===== config.mk =====
export PLATFORM = sky130hd
export DESIGN_NAME = sbis_top
export DESIGN_NICKNAME = d
export VERILOG_FILES = /design/src/common/sbis_pkg.sv /design/src/common/sbis_tmr_if.sv /design/src/sbis_timer.sv /design/src/sbis_top.sv
export VERILOG_INCLUDE_DIRS = /design/src /design/src/common
export SDC_FILE = /design/constraint.sdc
export NUM_CORES = 1
export LEC_CHECK = 0
export ABC_AREA = 0
export BUFFER_PORTS_ARGS = -buffer_cell sky130_fd_sc_hd__clkbuf_2
export CORE_MARGIN = 4
export CORE_UTILIZATION = 41
export CTS_CLUSTER_SIZE = 16
export DETAILED_ROUTE_END_ITERATION = 6
export SLEW_MARGIN = 20
export SYNTH_ARGS = -nofsm -noshare
export SYNTH_HDL_FRONTEND = slang
export SYNTH_SLANG_ARGS = --single-unit

===== constraint.sdc =====
create_clock -name clk_in -period 3.15 [get_ports clk_in]
set_input_delay 0.7875 -clock clk_in [delete_from_list [all_inputs] [get_ports clk_in]]
set_output_delay 0.7875 -clock clk_in [all_outputs]
set_load 0.02 [all_outputs]

===== src/common/sbis_cfg.svh =====
// register offsets, field positions, reset values and timing counts of the brake sequencer
`ifndef SBIS_CFG_SVH
`define SBIS_CFG_SVH

`define SBIS_OFF_FUNC       8'h00
`define SBIS_OFF_DELAY      8'h04
`define SBIS_OFF_STATUS     8'h08
`define SBIS_OFF_INT_STATUS 8'h0c
`define SBIS_OFF_INT_CLEAR  8'h10
`define SBIS_OFF_INT_ENABLE 8'h14

`define SBIS_RST_FUNC       16'h0000
`define SBIS_RST_DELAY      16'h0064
`define SBIS_BRAKE_CODE     16'hddd1

`define SBIS_INT_RUN        0
`define SBIS_INT_STOP       1
`define SBIS_INT_TRIP       2
`define SBIS_INT_FAULT      3
`define SBIS_INT_W          4

`define SBIS_CLK_HZ         10000000
`define SBIS_TICK_MS        1
`define SBIS_CYC_PER_MS     ((`SBIS_CLK_HZ / 1000) * `SBIS_TICK_MS)

`endif


===== src/common/sbis_pkg.sv =====
// types of the brake interlock sequencer
`include "sbis_cfg.svh"
package sbis_pkg;
	typedef enum logic [2:0] {
		S_IDLE = 3'b000,
		S_RUN  = 3'b001,
		S_STOP = 3'b010,
		S_TRIP = 3'b011
	} sbis_state_t;

	typedef struct packed {
		sbis_state_t               state;
		logic                      en_s1;
		logic                      en_s2;
		logic                      clr_s1;
		logic                      clr_s2;
		logic                      halt_s1;
		logic                      halt_s2;
		logic                      alm_s1;
		logic                      alm_s2;
		logic                      clr_prev;
		logic                      fault;
		logic [15:0]               func_sel;
		logic [15:0]               brake_delay;
		logic [`SBIS_INT_W-1:0]    int_status;
		logic [`SBIS_INT_W-1:0]    int_enable;
		logic                      pready;
		logic                      pslverr;
		logic [31:0]               prdata;
		logic                      irq;
		logic                      brake;
		logic                      power;
		logic                      tmr_start;
	} sbis_top_st_t;

	typedef struct packed {
		logic        busy;
		logic        done;
		logic [15:0] ms_left;
		logic [15:0] pre;
	} sbis_tmr_st_t;
endpackage : sbis_pkg


===== src/common/sbis_tmr_if.sv =====
// link between the sequencer and its millisecond delay timer
`timescale 1ns/1ns
`default_nettype none
interface sbis_tmr_if;
	logic        start;
	logic        cancel;
	logic [15:0] load_ms;
	logic        done;
	logic        busy;
	modport ctl (output start, output cancel, output load_ms, input done, input busy);
	modport tmr (input start, input cancel, input load_ms, output done, output busy);
endinterface : sbis_tmr_if
`default_nettype wire


===== src/sbis_timer.sv =====
// millisecond delay timer used between brake engagement and power-stage shut-off
`timescale 1ns/1ns
`default_nettype none
`include "sbis_cfg.svh"
module sbis_timer
	import sbis_pkg::*;
#(
	parameter int CYC_PER_MS = `SBIS_CYC_PER_MS
)(
	input  wire logic clk_in,
	input  wire logic rst_n_in,
	sbis_tmr_if.tmr   tmr
);
	localparam logic [15:0] PRE_LAST = 16'(CYC_PER_MS - 1);

	sbis_tmr_st_t st;
	sbis_tmr_st_t next_st;

	assign tmr.done = st.done;
	assign tmr.busy = st.busy;

	always_comb
	begin
		next_st = st;
		next_st.done = 1'b0;
		if (tmr.start)
		begin
			next_st.busy = 1'b1;
			next_st.ms_left = tmr.load_ms;
			next_st.pre = 16'h0000;
		end
		else if (tmr.cancel)
		begin
			// an abandoned stop must not leave a late done behind
			next_st.busy = 1'b0;
		end
		else if (st.busy)
		begin
			if (st.ms_left == 16'h0000)
			begin
				next_st.busy = 1'b0;
				next_st.done = 1'b1;
			end
			else if (st.pre == PRE_LAST)
			begin
				next_st.pre = 16'h0000;
				next_st.ms_left = st.ms_left - 16'h0001;
			end
			else
			begin
				next_st.pre = st.pre + 16'h0001;
			end
		end
	end

	always_ff @(posedge clk_in)
	begin
		if (!rst_n_in)
			st <= '0;
		else
			st <= next_st;
	end
endmodule : sbis_timer
`default_nettype wire


===== src/sbis_top.sv =====
// brake interlock sequencer: pin sync, state machine, apb registers, interrupt
`timescale 1ns/1ns
`default_nettype none
`include "sbis_cfg.svh"
module sbis_top
	import sbis_pkg::*;
#(
	parameter int CYC_PER_MS = `SBIS_CYC_PER_MS
)(
	input  wire logic        clk_in,
	input  wire logic        rst_n_in,
	input  wire logic        drive_enable_in,
	input  wire logic        fault_clear_in,
	input  wire logic        halt_in,
	input  wire logic        alarm_in,
	input  wire logic        psel_in,
	input  wire logic        penable_in,
	input  wire logic        pwrite_in,
	input  wire logic [7:0]  paddr_in,
	input  wire logic [31:0] pwdata_in,
	output logic             pready_out,
	output logic             pslverr_out,
	output logic [31:0]      prdata_out,
	output logic             brake_hold_out,
	output logic             power_stage_on_out,
	output logic             fault_out,
	output logic             irq_out
);
	sbis_top_st_t st;
	sbis_top_st_t next_st;
	sbis_tmr_if   tmr ();

	function automatic logic sbis_reg_hit(input logic [7:0] addr);
		case (addr)
			`SBIS_OFF_FUNC,
			`SBIS_OFF_DELAY,
			`SBIS_OFF_STATUS,
			`SBIS_OFF_INT_STATUS,
			`SBIS_OFF_INT_CLEAR,
			`SBIS_OFF_INT_ENABLE: sbis_reg_hit = 1'b1;
			default:              sbis_reg_hit = 1'b0;
		endcase
	endfunction : sbis_reg_hit

	function automatic logic sbis_brake_valid(input logic [15:0] func);
		sbis_brake_valid = (func == `SBIS_BRAKE_CODE);
	endfunction : sbis_brake_valid

	sbis_timer #(
		.CYC_PER_MS (CYC_PER_MS)
	) u_timer (
		.clk_in   (clk_in),
		.rst_n_in (rst_n_in),
		.tmr      (tmr)
	);

	assign tmr.start   = st.tmr_start;
	assign tmr.load_ms = st.brake_delay;
	assign tmr.cancel  = (st.state != S_STOP);

	assign pready_out         = st.pready;
	assign pslverr_out        = st.pslverr;
	assign prdata_out         = st.prdata;
	assign brake_hold_out     = st.brake;
	assign power_stage_on_out = st.power;
	assign fault_out          = st.fault;
	assign irq_out            = st.irq;

	logic                   trip_cond;
	logic                   clr_rise;
	logic                   setup_ph;
	logic                   wr_acc;
	logic [`SBIS_INT_W-1:0] events;

	always_comb
	begin
		next_st = st;
		events = '0;

		next_st.en_s1   = drive_enable_in;
		next_st.en_s2   = st.en_s1;
		next_st.clr_s1  = fault_clear_in;
		next_st.clr_s2  = st.clr_s1;
		next_st.halt_s1 = halt_in;
		next_st.halt_s2 = st.halt_s1;
		next_st.alm_s1  = alarm_in;
		next_st.alm_s2  = st.alm_s1;
		next_st.clr_prev = st.clr_s2;

		// the fault stays latched until a clear edge arrives with the alarm gone
		clr_rise = st.clr_s2 & ~st.clr_prev;
		if (st.alm_s2)
			next_st.fault = 1'b1;
		else if (clr_rise)
			next_st.fault = 1'b0;

		// a held clear also forces the power stage off, like a halt
		trip_cond = st.halt_s2 | st.alm_s2 | st.fault | st.clr_s2;

		case (st.state)
			S_IDLE:
			begin
				if (trip_cond)
					next_st.state = S_TRIP;
				else if (st.en_s2)
					next_st.state = S_RUN;
			end
			S_RUN:
			begin
				if (trip_cond)
					next_st.state = S_TRIP;
				else if (!st.en_s2)
					next_st.state = S_STOP;
			end
			S_STOP:
			begin
				if (trip_cond)
					next_st.state = S_TRIP;
				else if (tmr.done)
					next_st.state = S_IDLE;
			end
			S_TRIP:
			begin
				if (!trip_cond)
					next_st.state = S_IDLE;
			end
			default:
			begin
				next_st.state = S_IDLE;
			end
		endcase

		next_st.tmr_start = (next_st.state == S_STOP) && (st.state != S_STOP);
		// power is held through the stop delay so the load stays locked while the brake bites
		next_st.power = (next_st.state == S_RUN) || (next_st.state == S_STOP);
		// high releases the brake, so any unplanned loss of drive engages it
		next_st.brake = (next_st.state == S_RUN) && sbis_brake_valid(st.func_sel);

		events[`SBIS_INT_RUN]   = (next_st.state == S_RUN) && (st.state != S_RUN);
		events[`SBIS_INT_STOP]  = (st.state == S_STOP) && (next_st.state == S_IDLE);
		events[`SBIS_INT_TRIP]  = (next_st.state == S_TRIP) && (st.state != S_TRIP);
		events[`SBIS_INT_FAULT] = st.alm_s2 & ~st.fault;

		setup_ph = psel_in & ~penable_in;
		wr_acc = psel_in & penable_in & st.pready & pwrite_in;
		next_st.pready = setup_ph;

		if (setup_ph)
		begin
			next_st.pslverr = ~sbis_reg_hit(paddr_in);
			next_st.prdata = 32'h00000000;
			if (!pwrite_in)
			begin
				case (paddr_in)
					`SBIS_OFF_FUNC:       next_st.prdata = {16'h0000, st.func_sel};
					`SBIS_OFF_DELAY:      next_st.prdata = {16'h0000, st.brake_delay};
					`SBIS_OFF_STATUS:     next_st.prdata = {23'h0, st.en_s2, st.fault,
					                                        st.power, st.brake, st.halt_s2,
					                                        st.clr_s2, st.state};
					`SBIS_OFF_INT_STATUS: next_st.prdata = {28'h0000000, st.int_status};
					`SBIS_OFF_INT_ENABLE: next_st.prdata = {28'h0000000, st.int_enable};
					default:              next_st.prdata = 32'h00000000;
				endcase
			end
		end

		next_st.int_status = st.int_status;
		if (wr_acc)
		begin
			case (paddr_in)
				`SBIS_OFF_FUNC:       next_st.func_sel = pwdata_in[15:0];
				`SBIS_OFF_DELAY:      next_st.brake_delay = pwdata_in[15:0];
				`SBIS_OFF_INT_CLEAR:  next_st.int_status = st.int_status & ~pwdata_in[3:0];
				`SBIS_OFF_INT_ENABLE: next_st.int_enable = pwdata_in[3:0];
				default:              next_st.int_enable = st.int_enable;
			endcase
		end
		// a new event beats a clear written in the same cycle
		next_st.int_status = next_st.int_status | events;
		next_st.irq = |(next_st.int_status & next_st.int_enable);
	end

	always_ff @(posedge clk_in)
	begin
		if (!rst_n_in)
		begin
			st <= '0;
			st.state <= S_IDLE;
			st.func_sel <= `SBIS_RST_FUNC;
			st.brake_delay <= `SBIS_RST_DELAY;
		end
		else
		begin
			st <= next_st;
		end
	end
endmodule : sbis_top
`default_nettype wire


Word level (Yosys, flattened, before mapping) --
Index checks and enable logic that the tools add are counted. Widths: inputs -> output; s select.
Storage, ports and cells: register bits after elaboration 125, input bits 49, output and inout port bits 38, word-level logic and storage cells 114
Operators by class: add/subtract/negate cells 2, equal/unequal tests 18, multiplexer cells 26, bitwise gates (word level) 21, reduce and logical (&&, ||, !) cells 21
Operators with widths (count):
- $mux 32 | 3
- $pmux 16 s5 | 1
- $mux 16 | 3
- $mux 34 | 1
- $mux 3 | 7
- $add 16x1->16 const B | 1
- $eq 16x14->1 const B | 1
- $eq 16x16->1 const B | 1
- $eq 8x4->1 const B | 2
- $eq 8x5->1 const B | 2
- $logic_not 16->1 | 1
- $sub 16x1->16 const B | 1
- $eq 3x2->1 const B | 4
- $pmux 3 s4 | 1
- $and 4x4->4 | 2
- $eq 8x3->1 const B | 1
- $logic_not 8->1 | 1
- $mux 4 | 2
- $mux 8 | 1
- $not 1->1 | 8
- $reduce_or 4->1 | 2
- $and 1x1->1 | 6
- $eq 3x1->1 const B | 2
- $logic_not 3->1 | 2
- 16 further kinds | 32

Longest topological paths before layout --
depth in word-level cells 10, mapped depth 9, mapped depth without buffers 7

Modules after synthesis --
From an unflattened synthesis, not the netlist that was laid out.
Unflattened totals: cells, all modules 614, area total of the unflattened synthesis 5292.6 um2
Modules (own cells, without submodules):
- sbis_top | times used 1, cells an instance 396, area an instance 3508.4 um2, seq. area each 1501.4 um2
- sbis_timer | times used 1, cells an instance 218, area an instance 1784.2 um2, seq. area each 680.7 um2

Worst setup path before layout --
Ideal clock, no wire load.
path type input port to flip-flop, from input paddr_in[2], to register st (netlist bit tmr.load_ms[5]), library setup time 126 ps, arrival 2558 ps, required time 3024 ps, slack 466 ps, cell stages on the path 8, buffers on the path 3, path through buf_2 or4b_2 nor3_2 and2_1 buf_4 buf_4 mux2i_1 nand2_1
On the way: word-level cells in the longest chain between the ends 2
RTL lines:
- from (decl) | line sbis_top.sv:19 | input wire logic [7:0] paddr_in,
- $eq 8x3->1 | line sbis_top.sv:170 | case (paddr_in)
- $reduce_and 2->1 (no line)
- to (signal assigned) | line sbis_top.sv:194 | st <= next_st;
- to (decl) | line sbis_top.sv:29 | sbis_top_st_t st;
No other way between the ends. A chain may end at the register's enable or synchronous reset.

Final worst setup path --
from register st[89] (netlist bit), to register u_timer.st[17] (netlist bit)
On the way: word-level cells in the longest chain between the ends 3
RTL lines:
- $ne 3x2->1 | line sbis_top.sv:59 | assign tmr.cancel = (st.state != S_STOP);
- $ne 2x2->1 (no line)
- $reduce_and 4->1 (no line)
- to (signal assigned) | line sbis_timer.sv:61 | st <= next_st;
- to (decl) | line sbis_timer.sv:16 | sbis_tmr_st_t st;
No other way between the ends.

==> flow_summary.ini <==
[final_layout]
n_fill_cell = 1264
final_layout_size_suffix_gt1_share_pct = 15.9
antennaDiodeCount = 0
final_common_cell = dfxtp_1
stdcell_count = 820
multi_input_area_um2 = 2710
utilization_pct = 46.3
layout_common_cells = dfxtp_1, nor2_1, nand2_1
regArea_um2 = 2180
fin_nets = 695
area_growth_pct = 10.9

[logic_synthesis]
yosys.area_share.adder_pct = 0.713
synth-simple-area-share_pct = 24.0
synth-compound-area-share_pct = 17.6
synth_area_per_cell_um2 = 8.56
netlist_area_um2 = 5270
synth_top_family_by_area = simple AND/OR/NAND/NOR gates
async_flop_share_pct = 0
syn_inst = 615
synthTopCellsByArea = dfxtp_1, buf_4, nor2_1
yosys_warnings = 0
synth_top_cell_area_share_pct = 41.4
synth_edf_count = 0
ys_ff_latch = 109
seq_area_frac_synth_pct = 41.4
muxShareOfSynthArea_pct = 4.99
synth_ff_type = dfxtp_1
yosysTopAreaCell = dfxtp_1
synth-xor-area-share_pct = 2.99
ys_types = 69

[clocking]
root_buffer = clkbuf_16
numCtsBuffers = 9
cts_max_path_buffers = 2
cts_resized = 0
clock_latency_ns = 0.35
postCtsSetupBuffers = 0
cts.sinks = 109
clkTransAtPathRegs_ns = 0.07
htreeDepth = 3
cts_tree = done
cts_hold_buf = 0

[flow_run]
maxCapViolCount = 0

[status]
status = finished clean

[place]
numPortBuffers = 54
dp_cells = 804
dp_hpwl_um = 9650
place.gp.congestion = 0.916

[sta]
setup_violations = 0
hold_viol_final = 0
timing.final.crit_share_pct = 83.0
slew_violations = 0
holdWs_ns = 0.433
max_freq_mhz = 382
tightest_slew_ns = 0.736
rsz0062_at_grt = no
finalSetupTns_ns = 0
fin_skew_ns = 0.0117
fin_crit_ns = 2.62
slew_headroom_pct = 50.5

[pwr]
power_leakage_nw = 2.19
pwr-share-seq_pct = 49.6
ir_worst_vdd_mv = 0.227
p_clk_share_pct = 40.4
p_comb_share_pct = 10.0
switching_share_pct = 25.7
power.density_nw_per_um2 = 491
p_sw_mw = 0.738
p_int_mw = 2.13

[grt]
grt_pass1_wl_um = 21100
gr-total-overflow = 0
antenna_found_initial = 0
grt.total_usage_pct = 18.1
grt_pass1_vias = 4184
grt_max_degree = 33

[critical_path]
critPathKind = flip-flop to flip-flop
crit_path_max_fanout = 11
critical_path.top_delay_family = simple AND/OR/NAND/NOR gates
cp-start-kind = flip-flop
crit_required_ns = 3.42
end_kind = flip-flop
crit_chain = nor4bb_1, and3_1, nand3_1, or3_1, a31oi_1
crit_arrival_ns = 2.89
critPathMaxStageDelay_ns = 0.55
critPathBufInv = 0
crit_slowest_cell = nor4bb_1

[floorplan]
die_w_um = 121
die_area_um2 = 14700
row_count = 41
start_util_pct = 41.7
core_area_um2 = 12600
num_io_pins = 87
die_h_um = 121

[route]
drt_iter0_markers = 434
drt-pass1-iter-count = 7
post_drt_wl_per_cell_um = 16.1
drc = 0
drt-total-wl_um = 13200
ant_nets = 0
vias = 4582
vias_per_cell = 5.59

[hold_path]
hold_class = flip-flop to flip-flop
==> stage by stage <==
stage / setup WS (ns) / instance area [µm²] / power [mW]
global placement: 0.433 / 5540 / 1.73
floorplan: 0.466 / 5330 / 1.66
global route: 0.341 / 5840 / 2.99
finish: 0.534 / 5840 / 2.87
detailed placement: 0.413 / 5540 / 1.74
CTS: 0.556 / 5840 / 2.89
==> cell type report <==
cell class,instances,area share [%]
Multi-Input combinational cell,442,46.4
Sequential cell,109,37.4
Timing Repair Buffer,69,6.56
Clock buffer,11,4.16
Tap cell,172,3.69
Clock inverter,5,1.01
Inverter,12,0.772
==> registers in the layout (all words and copies together), names as in the netlist <==
| signal | count |
|---|---|
| u_timer.tmr.busy | 1 |
| brake_hold_out | 1 |
| power_stage_on_out | 1 |
| tmr.load_ms | 16 |
| st | 31 |
| next_st | 5 |
| pready_out | 1 |
| prdata_out | 16 |
| u_timer.st | 32 |
| irq_out | 1 |
| u_timer.tmr.done | 1 |
| pslverr_out | 1 |
| fault_out | 1 |
| tmr.start | 1 |
==> path summary, 6_finish.rpt <==
kind | startpoint | to | slack, ns | cells past startpoint
max | st[89]$_SDFF_PN0_ | u_timer.st[17]$_SDFFE_PN0P_ | 0.53 | 5
min | next_st[80]$_SDFF_PN0_ | st[80]$_SDFF_PN0_ | 0.43 | 1
max reg2reg | st[89]$_SDFF_PN0_ | u_timer.st[17]$_SDFFE_PN0P_ | 0.53 | 5
min reg2reg | next_st[80]$_SDFF_PN0_ | st[80]$_SDFF_PN0_ | 0.43 | 1
==> synth_stat cells (4+ instances only) <==
| cell type | n |
|---|---|
| a211oi_1 | 4 |
| a21oi_1 | 37 |
| a222oi_1 | 5 |
| a22oi_1 | 9 |
| a2bb2oi_1 | 12 |
| a31oi_1 | 8 |
| and2_1 | 13 |
| and3_1 | 6 |
| and4_1 | 6 |
| buf_2 | 4 |
| buf_4 | 34 |
| clkbuf_1 | 30 |
| dfxtp_1 | 109 |
| inv_1 | 10 |
| mux2i_1 | 24 |
| nand2_1 | 64 |
| nand2b_1 | 4 |
| nand3_1 | 15 |
| nand4_1 | 11 |
| nand4b_1 | 4 |
| nor2_1 | 68 |
| nor3_1 | 11 |
| nor4_1 | 11 |
| o211ai_1 | 8 |
| o21ai_0 | 22 |
| or3_1 | 8 |
| or4b_2 | 4 |
| xor2_1 | 16 |
==> layer usage <==
layer | global-route usage [%] | up-vias | share of wire [%]
li1 | - | 2242 | -
met1 | 23.7 | 2165 | 46
met2 | 29.5 | 157 | 46
met3 | 3.17 | 18 | 6.0
met4 | 7.35 | 0 | 2.0
met5 | 0 | - | 0
==> cells by family (layout without fill, tap and decap cells) <==
kind of cell | count (synthesis) | after routing
xor gates and xnor gates | 18 | 18
adders and majority gates | 3 | 3
AOI/OAI and AO/OA | 136 | 136
muxes | 26 | 26
other | 1 | 17
buffers and inverters | 80 | 97
and+or+nand+nor | 242 | 242
DFF | 109 | 109
==> power groups by stage <==
stage               logic [mW]  registers [mW]  clock network (mW)
floorplan                0.211            1.45                   0
global placement         0.279            1.45                   0
detailed placement       0.281            1.45                   0
CTS                      0.282            1.42                1.19
global route             0.315            1.43                1.25
finish                   0.287            1.42                1.16
Power figures use the tool's default switching activity.
